[src/itfm_pkg.sv]
// constants, register map and decode helpers for the input terminal mapper
// What this block does
// - per-terminal function code; legal 0-13,16-18,24-27,32-53; 0 is unused
// - reset codes: terminal 5 code 16, 6 code 18, 7 code 24
// - one function on several terminals is active if any terminal is active
// - alarm clear and abs position error clear fire on active-to-inactive
// - position preset fires on inactive-to-active
// - excitation and panel lock release held active when on neither a terminal nor the remote map
// - excitation or panel release on terminal and remote: the and of both
// - per-terminal polarity, 0 normally open, 1 inverted; reset 0
// - codes 48 to 53 form six operation data select bits, 48 the lsb
// - codes 32 to 47 are sixteen general signals without motion effect
// - reset codes: terminal 0 code 3, terminal 2 code 48
// - code 24 clears current alarm, code 26 clears abs position error
// - code 16 de-excites and releases brake, code 17 is the excitation level
// - remote inputs are a second, bus-written source of the same functions
`default_nettype none
package itfm_pkg;

    localparam int          ITFM_TERMS      = 8;
    localparam int          ITFM_CODE_W     = 6;
    localparam int          ITFM_NUM_FUNC   = 64;

    // register byte offsets
    localparam logic [7:0]  ITFM_OFS_FSEL0  = 8'h00;
    localparam logic [7:0]  ITFM_OFS_POL    = 8'h20;
    localparam logic [7:0]  ITFM_OFS_RMT_LO = 8'h24;
    localparam logic [7:0]  ITFM_OFS_RMT_HI = 8'h28;
    localparam logic [7:0]  ITFM_OFS_RMAP   = 8'h2c;
    localparam logic [7:0]  ITFM_OFS_ACT_LO = 8'h30;
    localparam logic [7:0]  ITFM_OFS_ACT_HI = 8'h34;
    localparam logic [7:0]  ITFM_OFS_TERM   = 8'h38;

    // remote map bit positions
    localparam int          ITFM_RMAP_EXC   = 0;
    localparam int          ITFM_RMAP_PANEL = 1;

    // function codes
    localparam logic [5:0]  ITFM_CODE_NONE    = 6'h00;
    localparam logic [5:0]  ITFM_CODE_HOME    = 6'h03;
    localparam logic [5:0]  ITFM_CODE_START   = 6'h04;
    localparam logic [5:0]  ITFM_CODE_FREE    = 6'h10;
    localparam logic [5:0]  ITFM_CODE_EXC     = 6'h11;
    localparam logic [5:0]  ITFM_CODE_STOP    = 6'h12;
    localparam logic [5:0]  ITFM_CODE_ALMCLR  = 6'h18;
    localparam logic [5:0]  ITFM_CODE_PRESET  = 6'h19;
    localparam logic [5:0]  ITFM_CODE_ABSCLR  = 6'h1a;
    localparam logic [5:0]  ITFM_CODE_PANEL   = 6'h1b;
    localparam logic [5:0]  ITFM_CODE_GEN0    = 6'h20;
    localparam logic [5:0]  ITFM_CODE_GEN15   = 6'h2f;
    localparam logic [5:0]  ITFM_CODE_OPSEL0  = 6'h30;
    localparam logic [5:0]  ITFM_CODE_OPSEL1  = 6'h31;
    localparam logic [5:0]  ITFM_CODE_OPSEL2  = 6'h32;
    localparam logic [5:0]  ITFM_CODE_OPSEL5  = 6'h35;

    // reset values
    localparam logic [5:0]  ITFM_FSEL_RST [ITFM_TERMS] = '{
        ITFM_CODE_HOME, ITFM_CODE_START, ITFM_CODE_OPSEL0, ITFM_CODE_OPSEL1,
        ITFM_CODE_OPSEL2, ITFM_CODE_FREE, ITFM_CODE_STOP, ITFM_CODE_ALMCLR
    };
    localparam logic [7:0]  ITFM_POL_RST    = 8'h00;
    localparam logic [31:0] ITFM_RMT_RST    = 32'h0000_0000;
    localparam logic [1:0]  ITFM_RMAP_RST   = 2'h0;

    // legal code set, code 0 included as the unused marker
    function automatic logic itfm_code_legal(input logic [5:0] c);
        return (c <= 6'h0d) ||
               (c >= ITFM_CODE_FREE   && c <= ITFM_CODE_STOP)  ||
               (c >= ITFM_CODE_ALMCLR && c <= ITFM_CODE_PANEL) ||
               (c >= ITFM_CODE_GEN0   && c <= ITFM_CODE_OPSEL5);
    endfunction

    // one-hot of the function a code drives, zero for unused or illegal
    function automatic logic [63:0] itfm_code_onehot(input logic [5:0] c);
        logic [63:0] v;
        v = 64'h0;
        if (itfm_code_legal(c) && c != ITFM_CODE_NONE)
            v[c] = 1'b1;
        return v;
    endfunction

endpackage
`default_nettype wire

[src/itfm_input_mapper.sv]
// input terminal function mapper with ahb-lite register slave
//
// The placing of the registers and the AHB-Lite register port are this design's own decisions.
`timescale 1ns/1ps
`default_nettype none
module itfm_input_mapper
    import itfm_pkg::*;
(
    // clock and reset
    input  wire logic        hclk,
    input  wire logic        hresetn,
    // ahb-lite slave
    input  wire logic        hsel,
    input  wire logic [31:0] haddr,
    input  wire logic [1:0]  htrans,
    input  wire logic        hwrite,
    input  wire logic [2:0]  hsize,
    input  wire logic        hready,
    input  wire logic [31:0] hwdata,
    output logic [31:0]      hrdata,
    output logic             hreadyout,
    output logic             hresp,
    // physical terminals
    input  wire logic        input_terminal_0,
    input  wire logic        input_terminal_1,
    input  wire logic        input_terminal_2,
    input  wire logic        input_terminal_3,
    input  wire logic        input_terminal_4,
    input  wire logic        input_terminal_5,
    input  wire logic        input_terminal_6,
    input  wire logic        input_terminal_7,
    // internal functions
    output logic [63:0]      active_function,
    output logic [5:0]       op_data_select,
    output logic [15:0]      general_signal,
    output logic             alarm_clear,
    output logic             abs_position_error_clear,
    output logic             position_preset
);

    ////////////////////////////////////////////////////////////////////////
    // storage

    logic [5:0]   fsel [ITFM_TERMS];
    logic [7:0]   pol;
    logic [31:0]  rmt_lo;
    logic [31:0]  rmt_hi;
    logic [1:0]   rmap;
    logic [63:0]  act;
    logic [5:0]   opsel;
    logic [15:0]  gen;
    logic         wr_pend;
    logic [7:0]   wr_addr;
    logic         rd_go;
    logic [31:0]  rd_data;
    logic [7:0]   raw;
    logic [7:0]   level;
    logic [63:0]  map  [ITFM_TERMS];
    logic [63:0]  hit  [ITFM_TERMS];
    logic [63:0]  direct;
    logic [63:0]  mapped;
    logic [63:0]  remote;
    logic [63:0]  next_act;

    assign raw = {input_terminal_7, input_terminal_6, input_terminal_5,
                  input_terminal_4, input_terminal_3, input_terminal_2,
                  input_terminal_1, input_terminal_0};
    assign remote          = {rmt_hi, rmt_lo};
    assign active_function = act;
    assign op_data_select  = opsel;
    assign general_signal  = gen;

    ////////////////////////////////////////////////////////////////////////
    // ahb-lite slave

    // fsel word window, shared by read and write decode
    function automatic logic fsel_addr_hit(input logic [7:0] a);
        return a < ITFM_OFS_POL && a[1:0] == 2'b00;
    endfunction

    assign rd_go = hsel && htrans[1] && hready && !hwrite;

    always_ff @(posedge hclk or negedge hresetn)
    begin
        if (!hresetn)
        begin
            wr_pend <= 1'b0;
            wr_addr <= 8'h00;
        end
        else if (hready)
        begin
            wr_pend <= hsel && htrans[1] && hwrite;
            wr_addr <= haddr[7:0];
        end
    end

    always_ff @(posedge hclk or negedge hresetn)
    begin
        if (!hresetn)
        begin
            hreadyout <= 1'b0;
            hresp     <= 1'b0;
        end
        else
        begin
            hreadyout <= 1'b1;
            hresp     <= 1'b0;
        end
    end

    always_comb
    begin
        rd_data = 32'h0;
        if (fsel_addr_hit(haddr[7:0]))
            rd_data = {26'h0, fsel[haddr[4:2]]};
        else
        begin
            unique case (haddr[7:0])
                ITFM_OFS_POL:    rd_data = {24'h0, pol};
                ITFM_OFS_RMT_LO: rd_data = rmt_lo;
                ITFM_OFS_RMT_HI: rd_data = rmt_hi;
                ITFM_OFS_RMAP:   rd_data = {30'h0, rmap};
                ITFM_OFS_ACT_LO: rd_data = act[31:0];
                ITFM_OFS_ACT_HI: rd_data = act[63:32];
                ITFM_OFS_TERM:   rd_data = {24'h0, level};
                default:         rd_data = 32'h0;
            endcase
        end
    end

    always_ff @(posedge hclk or negedge hresetn)
    begin
        if (!hresetn)
            hrdata <= 32'h0;
        else if (rd_go)
            hrdata <= rd_data;
    end

    ////////////////////////////////////////////////////////////////////////
    // configuration registers

    always_ff @(posedge hclk or negedge hresetn)
    begin
        if (!hresetn)
        begin
            for (int i = 0; i < ITFM_TERMS; i++)
                fsel[i] <= ITFM_FSEL_RST[i];
        end
        else if (wr_pend && fsel_addr_hit(wr_addr))
            fsel[wr_addr[4:2]] <= hwdata[5:0];
    end

    always_ff @(posedge hclk or negedge hresetn)
    begin
        if (!hresetn)
            pol <= ITFM_POL_RST;
        else if (wr_pend && wr_addr == ITFM_OFS_POL)
            pol <= hwdata[7:0];
    end

    always_ff @(posedge hclk or negedge hresetn)
    begin
        if (!hresetn)
        begin
            rmt_lo <= ITFM_RMT_RST;
            rmt_hi <= ITFM_RMT_RST;
            rmap   <= ITFM_RMAP_RST;
        end
        else if (wr_pend)
        begin
            if (wr_addr == ITFM_OFS_RMT_LO)
                rmt_lo <= hwdata;
            if (wr_addr == ITFM_OFS_RMT_HI)
                rmt_hi <= hwdata;
            if (wr_addr == ITFM_OFS_RMAP)
                rmap <= hwdata[1:0];
        end
    end

    ////////////////////////////////////////////////////////////////////////
    // terminal decode and merge

    for (genvar g = 0; g < ITFM_TERMS; g++)
    begin : g_term
        itfm_term_map itfm_term_map_i (
            .raw   (raw[g]),
            .pol   (pol[g]),
            .fsel  (fsel[g]),
            .level (level[g]),
            .map   (map[g]),
            .hit   (hit[g])
        );
    end

    always_comb
    begin
        direct = 64'h0;
        mapped = 64'h0;
        for (int i = 0; i < ITFM_TERMS; i++)
        begin
            direct = direct | hit[i];
            mapped = mapped | map[i];
        end
        next_act = direct | remote;
        unique case ({mapped[ITFM_CODE_EXC], rmap[ITFM_RMAP_EXC]})
            2'b00: next_act[ITFM_CODE_EXC] = 1'b1;
            2'b10: next_act[ITFM_CODE_EXC] = direct[ITFM_CODE_EXC];
            2'b01: next_act[ITFM_CODE_EXC] = remote[ITFM_CODE_EXC];
            2'b11: next_act[ITFM_CODE_EXC] = direct[ITFM_CODE_EXC] &
                                             remote[ITFM_CODE_EXC];
        endcase
        unique case ({mapped[ITFM_CODE_PANEL], rmap[ITFM_RMAP_PANEL]})
            2'b00: next_act[ITFM_CODE_PANEL] = 1'b1;
            2'b10: next_act[ITFM_CODE_PANEL] = direct[ITFM_CODE_PANEL];
            2'b01: next_act[ITFM_CODE_PANEL] = remote[ITFM_CODE_PANEL];
            2'b11: next_act[ITFM_CODE_PANEL] = direct[ITFM_CODE_PANEL] &
                                               remote[ITFM_CODE_PANEL];
        endcase
        next_act[ITFM_CODE_NONE] = 1'b0;
    end

    ////////////////////////////////////////////////////////////////////////
    // function levels and edge pulses

    always_ff @(posedge hclk or negedge hresetn)
    begin
        if (!hresetn)
        begin
            act   <= 64'h0;
            opsel <= 6'h00;
            gen   <= 16'h0000;
        end
        else
        begin
            act   <= next_act;
            opsel <= next_act[ITFM_CODE_OPSEL5:ITFM_CODE_OPSEL0];
            gen   <= next_act[ITFM_CODE_GEN15:ITFM_CODE_GEN0];
        end
    end

    always_ff @(posedge hclk or negedge hresetn)
    begin
        if (!hresetn)
        begin
            alarm_clear              <= 1'b0;
            abs_position_error_clear <= 1'b0;
            position_preset          <= 1'b0;
        end
        else
        begin
            alarm_clear <= act[ITFM_CODE_ALMCLR] &
                           !next_act[ITFM_CODE_ALMCLR];
            abs_position_error_clear <= act[ITFM_CODE_ABSCLR] &
                                        !next_act[ITFM_CODE_ABSCLR];
            position_preset <= !act[ITFM_CODE_PRESET] &
                               next_act[ITFM_CODE_PRESET];
        end
    end

    ////////////////////////////////////////////////////////////////////////
    // checks

    a_fsel_legal_only: assert property (
        @(posedge hclk) disable iff (!hresetn)
        !itfm_code_legal(fsel[0]) |-> map[0] == 64'h0)
        else $error("terminal 0 decodes an illegal code");

    a_code_zero_idle: assert property (
        @(posedge hclk) disable iff (!hresetn)
        !active_function[ITFM_CODE_NONE])
        else $error("code 0 reported as an active function");

    a_reset_codes: assert property (
        @(posedge hclk) disable iff (!hresetn)
        $rose(hreadyout) |->
        fsel[0] == ITFM_CODE_HOME && fsel[1] == ITFM_CODE_START &&
        fsel[2] == ITFM_CODE_OPSEL0 && fsel[3] == ITFM_CODE_OPSEL1 &&
        fsel[4] == ITFM_CODE_OPSEL2 && fsel[5] == ITFM_CODE_FREE &&
        fsel[6] == ITFM_CODE_STOP && fsel[7] == ITFM_CODE_ALMCLR)
        else $error("function selections wrong after reset");

    a_or_merge: assert property (
        @(posedge hclk) disable iff (!hresetn)
        (fsel[0] == fsel[1] && fsel[0] != ITFM_CODE_EXC &&
         fsel[0] != ITFM_CODE_PANEL && (level[0] || level[1]))
        |=> act[$past(fsel[0])] || !itfm_code_legal($past(fsel[0])) ||
            $past(fsel[0]) == ITFM_CODE_NONE)
        else $error("shared function not active when one terminal is");

    a_alarm_on_fall: assert property (
        @(posedge hclk) disable iff (!hresetn)
        alarm_clear == $fell(act[ITFM_CODE_ALMCLR]))
        else $error("alarm clear not tied to falling function level");

    a_abs_on_fall: assert property (
        @(posedge hclk) disable iff (!hresetn)
        $fell(act[ITFM_CODE_ABSCLR]) |-> abs_position_error_clear ##1
        !abs_position_error_clear)
        else $error("abs position clear missing on falling level");

    a_preset_on_rise: assert property (
        @(posedge hclk) disable iff (!hresetn)
        position_preset |-> $rose(act[ITFM_CODE_PRESET]) &&
        !$past(position_preset))
        else $error("position preset without a rising level");

    a_exc_default: assert property (
        @(posedge hclk) disable iff (!hresetn)
        !mapped[ITFM_CODE_EXC] && !rmap[ITFM_RMAP_EXC] &&
        !mapped[ITFM_CODE_PANEL] && !rmap[ITFM_RMAP_PANEL]
        |=> act[ITFM_CODE_EXC] && act[ITFM_CODE_PANEL])
        else $error("unassigned excitation or panel release not held on");

    a_exc_and: assert property (
        @(posedge hclk) disable iff (!hresetn)
        mapped[ITFM_CODE_EXC] && rmap[ITFM_RMAP_EXC] |=>
        act[ITFM_CODE_EXC] == ($past(direct[ITFM_CODE_EXC]) &&
                               $past(remote[ITFM_CODE_EXC])))
        else $error("excitation not the and of terminal and remote");

    a_panel_and: assert property (
        @(posedge hclk) disable iff (!hresetn)
        mapped[ITFM_CODE_PANEL] && rmap[ITFM_RMAP_PANEL] |=>
        act[ITFM_CODE_PANEL] == ($past(direct[ITFM_CODE_PANEL]) &&
                                 $past(remote[ITFM_CODE_PANEL])))
        else $error("panel release not the and of terminal and remote");

    a_polarity_t0: assert property (
        @(posedge hclk) disable iff (!hresetn)
        fsel[0] == ITFM_CODE_HOME && (input_terminal_0 ^ pol[0])
        |=> act[ITFM_CODE_HOME])
        else $error("polarity corrected terminal 0 did not drive its code");

    a_free_level: assert property (
        @(posedge hclk) disable iff (!hresetn)
        fsel[5] == ITFM_CODE_FREE && level[5] |=> act[ITFM_CODE_FREE])
        else $error("terminal 5 did not drive the de-excite function");

    a_opsel_bit0: assert property (
        @(posedge hclk) disable iff (!hresetn)
        fsel[2] == ITFM_CODE_OPSEL0 && level[2] |=> op_data_select[0])
        else $error("operation data select bit 0 not set");

    a_general_remote: assert property (
        @(posedge hclk) disable iff (!hresetn)
        rmt_hi[0] |=> general_signal[0] && act[ITFM_CODE_GEN0])
        else $error("general signal 0 not driven from remote");

    a_bus_ready: assert property (
        @(posedge hclk) disable iff (!hresetn)
        $past(hresetn) |-> hreadyout && !hresp)
        else $error("slave not ready or not okay");

endmodule
`default_nettype wire

[src/itfm_term_map.sv]
// one terminal: polarity correction and function decode
`timescale 1ns/1ps
`default_nettype none
module itfm_term_map
    import itfm_pkg::*;
(
    // terminal
    input  wire logic        raw,
    input  wire logic        pol,
    input  wire logic [5:0]  fsel,
    // decode
    output logic             level,
    output logic [63:0]      map,
    output logic [63:0]      hit
);

    always_comb
    begin
        level = raw ^ pol;
        map   = itfm_code_onehot(fsel);
        hit   = level ? map : 64'h0;
    end

endmodule
`default_nettype wire
[config.mk]
export PLATFORM = sky130hd
export DESIGN_NAME = itfm_input_mapper
export DESIGN_NICKNAME = d
export VERILOG_FILES = /design/src/itfm_pkg.sv /design/src/itfm_input_mapper.sv /design/src/itfm_term_map.sv
export SDC_FILE = /design/constraint.sdc
export NUM_CORES = 1
export LEC_CHECK = 0
export BUFFER_PORTS_ARGS = -buffer_cell sky130_fd_sc_hd__buf_2
export CORE_MARGIN = 1.5
export CORE_UTILIZATION = 60
export DETAILED_ROUTE_END_ITERATION = 16
export HOLD_SLACK_MARGIN = 0.06
export PLACE_DENSITY_LB_ADDON = 0.15
export SYNTH_ARGS = -nofsm -noshare
export SYNTH_HDL_FRONTEND = slang
export SYNTH_SLANG_ARGS = --single-unit
[constraint.sdc]
create_clock -name hclk -period 4.25 [get_ports hclk]
set_input_delay 1.275 -clock hclk [delete_from_list [all_inputs] [get_ports hclk]]
set_output_delay 1.275 -clock hclk [all_outputs]
set_load 0.02 [all_outputs]
After elaboration in Yosys (flattened, before gate mapping) --
Index checks and enable logic that the tools add are counted.
Operators by class: equality and inequality tests 17, order comparisons 77, bitwise operators 30, multiplexer cells 42, reductions and logical operators 92
Operator list (count):
- $mux 64 | 16
- $or 64x64->64 | 8
- $pmux 32 s7 | 1
- $or 28x28->28 | 7
- $ge 6x5->1 const B | 16
- $le 6x5->1 const B | 16
- $eq 8x6->1 const B | 11
- $lt 6x7->1 const B | 8
- $logic_and 1x1->1 | 49
- $bwmux 48 | 1
- $demux 1 s6 | 8
- $ge 6x1->1 const B | 8
- $ge 6x6->1 const B | 8
- $le 6x4->1 const B | 8
- $le 6x6->1 const B | 8
- $reduce_bool 6->1 | 8
- $mux 32 | 1
- $logic_or 1x1->1 | 24
- $bmux 6 s3 | 1
- $demux 6 s3 | 1
- $mux 6 | 3
- $lt 8x6->1 const B | 2
- $eq 2x2->1 const B | 4
- $ge 4x4->1 const B | 2
- 10 further kinds | 39
Word-level totals: register bits after elaboration 252, output and inout port bits 123, input port bits 82, word-level logic and storage cells 280

Depth between registers and ports, before layout --
Gate-level depths: netlist of run 1.
depth after elaboration 18, mapped depth 7, gate-level depth less buffers 5

By module --
A second synthesis of run 1 with hierarchy kept.
Unflattened totals: cell total of the unflattened synthesis 2423, area total of the unflattened synthesis 20278.2 um2
Modules (own cells, without submodules):
- itfm_input_mapper | area an instance 10978.0 um2, times used 1, cells an instance 917, sequential area each 5775.5 um2
- itfm_term_map (g_term[0].itfm_term_map_i ...) | area an instance 1164.9 um2, times used 7, cells an instance 188, sequential area each 0.0 um2
- itfm_term_map (g_term[7].itfm_term_map_i) | area an instance 1146.1 um2, times used 1, cells an instance 190, sequential area each 0.0 um2

Worst setup path before layout of run 1 --
OpenSTA, ideal clock, no wires.
kind input to register, start point input port haddr[1], end point register hrdata[12], data arrival time 2.632 ns, slack 1.551 ns, required time 4.184 ns, library setup time 0.066 ns, cell stages on the path 5, buffers on the path 1, path through nor4_1 nand2_1 a311oi_2 clkbuf_1 a22o_1
Between the ends: longest elaborated chain between the ends 3, elaborated cells on any way between the ends 12, those cells by class order compare (1); eq/ne (7); mux (2); reduce/logical (2)
Ends and longest elaborated chain:
- start, declared | RTL line itfm_input_mapper.sv:14 | input wire logic [31:0] haddr,
- $lt 8x6->1, or another cell as far along | RTL line itfm_input_mapper.sv:78 | return a < ITFM_OFS_POL && a[1:0] == 2'b00;
- $logic_and 1x1->1 / $pmux 32 s7 (equally long branches) | RTL line itfm_input_mapper.sv:78, itfm_input_mapper.sv:118
- $mux 32 * | RTL line itfm_input_mapper.sv:114 | if (fsel_addr_hit(haddr[7:0]))
- end signal, assigned | RTL line itfm_input_mapper.sv:136 | hrdata <= rd_data;
- end, declared | RTL line itfm_input_mapper.sv:20 | output logic [31:0] hrdata,
Mark *: on every way between the ends. The rest lies on a longest branch, timed or not. A chain may end at the register's enable or synchronous reset.

Worst setup path after layout of run 1 --
start point input port input_terminal_5, end point register alarm_clear
Between the ends: longest elaborated chain between the ends 8
Ends and longest elaborated chain:
- start, declared | RTL line itfm_input_mapper.sv:29 | input wire logic input_terminal_5,
- $xor 1x1->1 | RTL line itfm_term_map.sv:19 | level = raw ^ pol;
- $mux 64 | RTL line itfm_term_map.sv:21 | hit = level ? map : 64'h0;
- $or 64x64->64 (3 in series) | RTL line itfm_input_mapper.sv:201 | direct = direct | hit[i];
- $or 64x64->64 | RTL line itfm_input_mapper.sv:204 | next_act = direct | remote;
- $logic_not 1->1 | RTL line itfm_input_mapper.sv:252 | !next_act[ITFM_CODE_ALMCLR];
- $and 1x1->1 | RTL line itfm_input_mapper.sv:251 | alarm_clear <= act[ITFM_CODE_ALMCLR] &
- end signal, assigned | RTL line itfm_input_mapper.sv:251
- end, declared | RTL line itfm_input_mapper.sv:36 | output logic alarm_clear,
No other way between the ends.

==> summary.md, run 1 <==
| Metric | Value |
|---|---|
| Synth async-reset ratio | 1.00 |
| Synth top cells by count | dfrtp_1 (214), mux2_2 (132), nor2_1 (110), clkbuf_1 (101), nand2_1 (68) |
| CTS max path bufs | 3 |
| Vias in the first global route | approximately 13000 |
| Area leader, netlist | dfrtp_1 |
| Synthesized area | between 0.01 and 0.015 sq mm |
| CP arrival | around 3.8 ns |
| Clock Sinks | 230 |
| Pwr Total | 0.00536 W |
| Post-synth EDFFs | 0 |
| Nets | between 1500 and 2000 |
| Vias per inst | 7.71 |
| GRT Max-Usage Layer | met2 |
| Ant diodes | 0 |
| CTS tree | built |
| Worst-Skew Late Latency | ~0.52 ns |
| Seq pwr share | 0.455 |
| Reg2Reg Depth | 4 |
| Cts repair resizes | 0 |
| Die height | 152 um |
| Fin cells | 1731 |
| Post-layout util | 0.693 |
| Worst slack at placement | ~0.61 ns |
| Met3 Resource Use GR | 0.167 |
| First-pass GRT wire length | between 80 and 90 mm |
| Worst r2r src | fsel[0]$_DFFE_PN0P_ |
| Total Routed Length | roughly 58 mm |
| Internal Pwr Total | roughly 0.0039 W |
| Final Critical Period | 3.33 ns |
| Final Cycle Share | 0.784 |
| Hold Crit Class | register to register |
| Grt total ovfl | 0 |
| Comb pwr share | 0.125 |
| Root Driver | clkbuf_16 |
| CP startpoint kind | primary input |
| Status | complete, but fails checks |
| NetSw | about 0.0015 W |
| Seq/Total Area, Yosys | 0.432 |
| Synth unique cells | 80 |
| Multi-input logic area | just under 0.007 sq mm |
| Clock network fraction of total power | 0.421 |
| Avg Synthesized Cell Area | between 9 and 10 sq um |
| Setup TNS | 0 ns |
| Sw frac | 0.275 |
| Final WS setup | 0.917 ns |
| Yosys reg bits | between 200 and 250 |
| R2R Setup Slk | around 1.4 ns |
| Initial core utilization | 0.613 |
| Postcts setup bufs | 0 |
| Total CTS buffers | 24 |
| Slew HR | -0.0349 |
| Worst IR Drop VDD | around 0.33 mV |
| H-Tree Depth | 1 |
| Final Max Tran Viols | 13 |
| Post-CTS Hold Fix Bufs | 0 |
| Post-Syn Instances | 1344 |
| Total core area | ~0.022 sq mm |
| Cells after DPL | between 1500 and 2000 |
| Skew final | 0.0199 ns |
| Reg area | just under 0.006 sq mm |
| DR iter-0 viols | 2478 |
| RSZ-0062 raised after global routing | no |
| Initial antenna violation count | 1 |
| Failing checks | max-capacitance violations, max-slew violations |
| Full die area | ~0.023 sq mm |
| R2r endpoint | general_signal[1]$_DFF_PN0_ |
| Die X | between 150 and 200 um |
| RD Place Congestion | around 1.3 |
| Via count | 13346 |
| Post-synth top area share | 0.401 |
| Post-DP HPWL | roughly 41 mm |
| Overall routing resource usage | 0.499 |
| Most common cell in the netlist | dfrtp_1 |
| Static leakage | 6.71 nW |
| Max cap viols | 2 |
| Pwr dens | about 350 mW/mm^2 |
| Crit-path max FO | 7 |
| FILL cells | approximately 1600 |
| Met1 Use GR | 0.623 |
| Synth area leaders | dfrtp_1 (40%), mux2_2 (11%), a22oi_1 (3.2%) |
| Final Setup Violations | 0 |
| Largest net degree at the start of global routing | 97 |
| Main synth FF type | dfrtp_1 |
| Routed len/inst | ~34 um |
| CP endpoint | alarm_clear$_DFF_PN0_ |
| # IOs | a little over 200 |
| DRC viols | 0 |
| Final Hold Viols | 0 |
| WS Path Type | primary input to register |
| Area Overhead vs Synth | 13.1% |
| Fmax | approximately 0.3 GHz |
| Worst-path clk slew | roughly 0.070 ns |
| Rows | 54 |
| Least-Margin Pin Slew | approximately 1.5 ns |
| Setup crit end kind | register |
| Critical Path RT | approximately 4.7 ns |
| Ys Warns | 0 |
| Buffers on Ports | 174 |
| Layout cells sized above 1 | 0.303 |
| Crit path from | input_terminal_5 |
| Total iterations of the first detailed-routing run | 10 |
| Met2 Use GR | 0.744 |
| Routed Antenna Nets | 0 |
## critical path: stages
cell and delay (ns):
buf_2 0.13, xnor2_1 0.21, buf_4 0.20, nor4_2 1.14, a32oi_1 0.45, and4_1 0.34
## cell type report
cell class,instances,area share
Multi-Input combinational cell,952,0.457
Clock inverter,9,0.0103
Timing Repair Buffer,210,0.0770
Tap cell,280,0.0232
Inverter,17,0.00422
Clock buffer,33,0.0460
Sequential cell,230,0.382
## layout by cell type, fill, tap and decap left out, types with 12 or more instances in the layout
cell / synthesis / routed
dfstp_2: 16 / 16
nor2_1: 110 / 108
buf_4: 24 / 35
o211ai_1: 23 / 23
nand3_1: 36 / 36
o21ai_0: 12 / 12
dfrtp_1: 214 / 214
nor3b_1: 17 / 17
a211oi_1: 17 / 17
inv_1: 16 / 16
o22ai_1: 65 / 65
nand2_1: 68 / 68
clkbuf_16: 0 / 25
nand2b_1: 23 / 23
a22o_1: 28 / 28
nor4_1: 15 / 13
nand4_1: 25 / 25
a21oi_1: 30 / 30
nor2b_1: 23 / 21
nand3b_1: 24 / 24
nor3_1: 48 / 47
buf_2: 15 / 173
a22oi_1: 57 / 57
mux2_2: 132 / 132
a2111oi_0: 16 / 16
mux4_2: 12 / 12
## logic make-up (layout without fill, tap and decap cells)
logic type | after synthesis | in the layout | synth area share
AND/OR/NAND/NOR | 453 | 453 | 0.181
AO/OA/AOI/OAI | 327 | 327 | 0.182
flip-flops | 230 | 230 | 0.432
buffers and inverters | 163 | 269 | 0.0545
multiplexers | 155 | 155 | 0.141
XOR/XNOR | 14 | 14 | 0.00917
other | 2 | 3 | 0.000562
## stage by stage
step           hold slack, ns  instance area [sq um]
6_report                0.396                  15100
5_1_grt                 0.410                  15100
4_1_cts                 0.396                  15100
3_5_place_dp            0.382                  14300
3_3_place_gp            0.380                  14300
2_1_floorplan           0.447                  13400
## registers in the layout (all words and copies together), names as in the netlist
name                      flops
general_signal               15
rmt_lo                       32
op_data_select                5
hreadyout                     1
rmap                          2
hrdata                       32
pol                           8
fsel                         48
rmt_hi                       32
active_function              43
wr_addr                       8
alarm_clear                   1
position_preset               1
wr_pend                       1
abs_position_error_clear      1
## worst min-delay path by stage
stage,startpoint,to,depth (start not counted)
finish,rmt_lo[19]$_DFFE_PN0P_,active_function[19]$_DFF_PN0_,0
global route,rmt_lo[19]$_DFFE_PN0P_,active_function[19]$_DFF_PN0_,0
CTS,rmt_lo[19]$_DFFE_PN0P_,active_function[19]$_DFF_PN0_,0
detailed placement,rmt_lo[19]$_DFFE_PN0P_,active_function[19]$_DFF_PN0_,0
global placement,rmt_lo[22]$_DFFE_PN0P_,active_function[22]$_DFF_PN0_,0
floorplan,rmt_hi[22]$_DFFE_PN0P_,active_function[54]$_DFF_PN0_,1
## metal layers
| layer | wire (um) | vias to the layer above | part of all wire |
|---|---|---|---|
| met5 | 0 | - | 0 |
| met4 | 5100 | 0 | 0.088 |
| met3 | 8270 | 351 | 0.14 |
| met2 | 24800 | 1255 | 0.43 |
| met1 | 20000 | 6465 | 0.34 |
| li1 | - | 5275 | - |
## power groups by stage
stage	clock network [W]	registers, W	logic [W]
floorplan	0	0.00240	0.000383
global placement	0	0.00245	0.000623
detailed placement	0	0.00246	0.000630
CTS	0.00226	0.00242	0.000636
global route	0.00234	0.00244	0.000693
finish	0.00225	0.00244	0.000668
(Power assumes the default switching activity.)
==> inputs of run 2 (changes only) <==
--- a/config.mk
+++ b/config.mk
@@ -7,7 +7,7 @@
 export LEC_CHECK = 0
 export BUFFER_PORTS_ARGS = -buffer_cell sky130_fd_sc_hd__buf_2
 export CORE_MARGIN = 1.5
-export CORE_UTILIZATION = 60
+export CORE_UTILIZATION = 58
 export DETAILED_ROUTE_END_ITERATION = 16
 export HOLD_SLACK_MARGIN = 0.06
 export PLACE_DENSITY_LB_ADDON = 0.15
==> constraint.sdc (replaced) <==
create_clock -name hclk -period 3.1 [get_ports hclk]
set_input_delay 0.93 -clock hclk [delete_from_list [all_inputs] [get_ports hclk]]
set_output_delay 0.93 -clock hclk [all_outputs]
set_load 0.02 [all_outputs]
==> run 2 against run 1 <==
Sequential power grew 36%. Utilization is 0.070 points higher. Clock power up 23%. Critical path depth down 1. Combinational power is 50% higher. The run now ends clean.
==> summary.md, run 2 (synthesized netlist as in run 1, its figures left out) <==
| Metric | Value |
|---|---|
| Most frequent cells in the layout | dfrtp_1 (214), buf_2 (173), mux2_2 (132) |
| Root Driver | clkbuf_16 |
| Crit path from | fsel[34]$_DFFE_PN1P_ |
| Sw frac | 0.288 |
| Cts repair resizes | 0 |
| Internal Pwr Total | slightly above 0.005 W |
| Rows | 55 |
| Max cap viols | 0 |
| Via count | between 10000 and 15000 |
| CP arrival | 3.16 ns |
| Skew final | 0.0170 ns |
| Clock network fraction of total power | 0.389 |
| CP startpoint kind | register |
| FILL cells | roughly 1600 |
| Slew HR | 0.315 |
| Vias in the first global route | between 10000 and 15000 |
| DR iter-0 viols | roughly 2200 |
| Post-DP HPWL | 44.7 mm |
| Worst r2r src | fsel[34]$_DFFE_PN1P_ |
| Clock Sinks | 230 |
| Final WS setup | between 0.3 and 0.4 ns |
| Cells after DPL | about 1800 |
| Postcts setup bufs | 0 |
| Final Hold Viols | 0 |
| Hold Crit Class | primary input to asynchronous set/reset pin |
| Routed len/inst | 33.2 um |
| Setup TNS | 0 ns |
| NetSw | 0.00204 W |
| Largest net degree at the start of global routing | between 60 and 70 |
| Die height | approximately 150 um |
| Initial core utilization | 0.590 |
| Least-Margin Pin Slew | 1.02 ns |
| Area Overhead vs Synth | 17.4% |
| Overall routing resource usage | 0.505 |
| Total CTS buffers | 24 |
| Worst-path clk slew | around 0.06 ns |
| Total core area | between 0.02 and 0.025 sq mm |
| Nets | ~1600 |
| Final Max Tran Viols | 0 |
| DRC viols | 0 |
| Worst-Skew Late Latency | about 0.53 ns |
| Layout cells sized above 1 | 0.336 |
| Seq pwr share | 0.469 |
| RSZ-0062 raised after global routing | no |
| Worst slack at placement | approximately 0.28 ns |
| Critical Path RT | 3.49 ns |
| Crit-path max FO | 8 |
| Static leakage | approximately 7 nW |
| Post-CTS Hold Fix Bufs | 0 |
| CTS max path bufs | 3 |
| Routed Antenna Nets | 0 |
| Comb pwr share | 0.142 |
| Total iterations of the first detailed-routing run | 7 |
| CTS tree | built |
| H-Tree Depth | 1 |
| Setup crit end kind | register |
| Total Routed Length | about 60 mm |
| Most common library cell in the layout ignoring fill and taps | dfrtp_1 |
| Pwr dens | around 450 mW/mm^2 |
| Status | finished, final reports clean |
| Final Setup Violations | 0 |
| Final Cycle Share | 0.893 |
| Worst IR Drop VDD | 0.501 mV |
| # IOs | roughly 210 |
| Most flops, register | fsel |
| First-pass GRT wire length | just under 90 mm |
| Max reg flops | 48 |
| Final Critical Period | 2.77 ns |
| Grt total ovfl | 0 |
| WS Path Type | register to register |
| Die X | around 150 um |
| RD Place Congestion | between 1 and 1.5 |
| Full die area | 0.0240 sq mm |
| Fmax | roughly 0.36 GHz |
| Fin cells | between 1500 and 2000 |
| Vias per inst | approximately 7.5 |
| Buffers on Ports | 174 |
| Initial antenna violation count | 2 |
run 2: cell types whose count changed in the layout (fill, tap and decap cells not counted), sizes merged:
cell    delta
diode      +1
clkinv     +1
bufinv     -4
clkbuf     +2
buf       +79
run 2: critical path, cell delays in order (launching register included):
cell,delay (ns)
dfstp_2,0.63
nor2b_1,0.53
nand2_1,0.18
nor2_1,0.65
a22oi_1,0.25
a41oi_1,0.39
run 2: worst paths after layout:
kind                                                  to  slack, ns  depth (start not counted)
setup reg to reg           active_function[27]$_DFF_PN0_       0.33                          5
hold / removal             active_function[15]$_DFF_PN0_       0.36                          1
setup / recovery           active_function[27]$_DFF_PN0_       0.33                          5
max in group asynchronous            fsel[4]$_DFFE_PN1P_       2.01                          2
min in group hclk          active_function[54]$_DFF_PN0_       0.40                          0
hold reg to reg            active_function[54]$_DFF_PN0_       0.40                          0
run 2: through the flow:
stage | hold WS, ns | total power, W | area [sq um] | util
finish | 0.365 | 0.00709 | 15700 | 0.693
global route | 0.394 | 0.00723 | 15700 | 0.693
CTS | 0.378 | 0.00703 | 15700 | 0.693
detailed placement | 0.390 | 0.00432 | 15000 | 0.660
global placement | 0.378 | 0.00429 | 15000 | 0.660
floorplan | 0.447 | 0.00382 | 13400 | -
run 2: cell type report:
type,instances,area (sq um),area share
clock buffers,35,703,0.0448
diodes,1,2.50,0.000159
flip-flops and latches,230,5780,0.368
well taps,285,357,0.0227
multi-input cells,952,6900,0.440
clock inverters,6,40.0,0.00255
inverters,17,63.8,0.00406
repair buffers,289,1860,0.118
run 2: power groups by stage:
stage | Combinational, W | Sequential, W | Clock [W]
after floorplan | 0.000524 | 0.00329 | 0
after global placement | 0.000938 | 0.00335 | 0
after detailed placement | 0.000952 | 0.00336 | 0
after CTS | 0.000960 | 0.00331 | 0.00276
after global routing | 0.00104 | 0.00333 | 0.00286
final | 0.00100 | 0.00333 | 0.00276
run 2: metal layers:
metal | part of all wire | vias up | GRT usage
li1 | - | 5418 | -
met1 | 0.36 | 6582 | 0.630
met2 | 0.43 | 1282 | 0.766
met3 | 0.12 | 358 | 0.138
met4 | 0.093 | 4 | 0.349
met5 | 0.00045 | - | 0
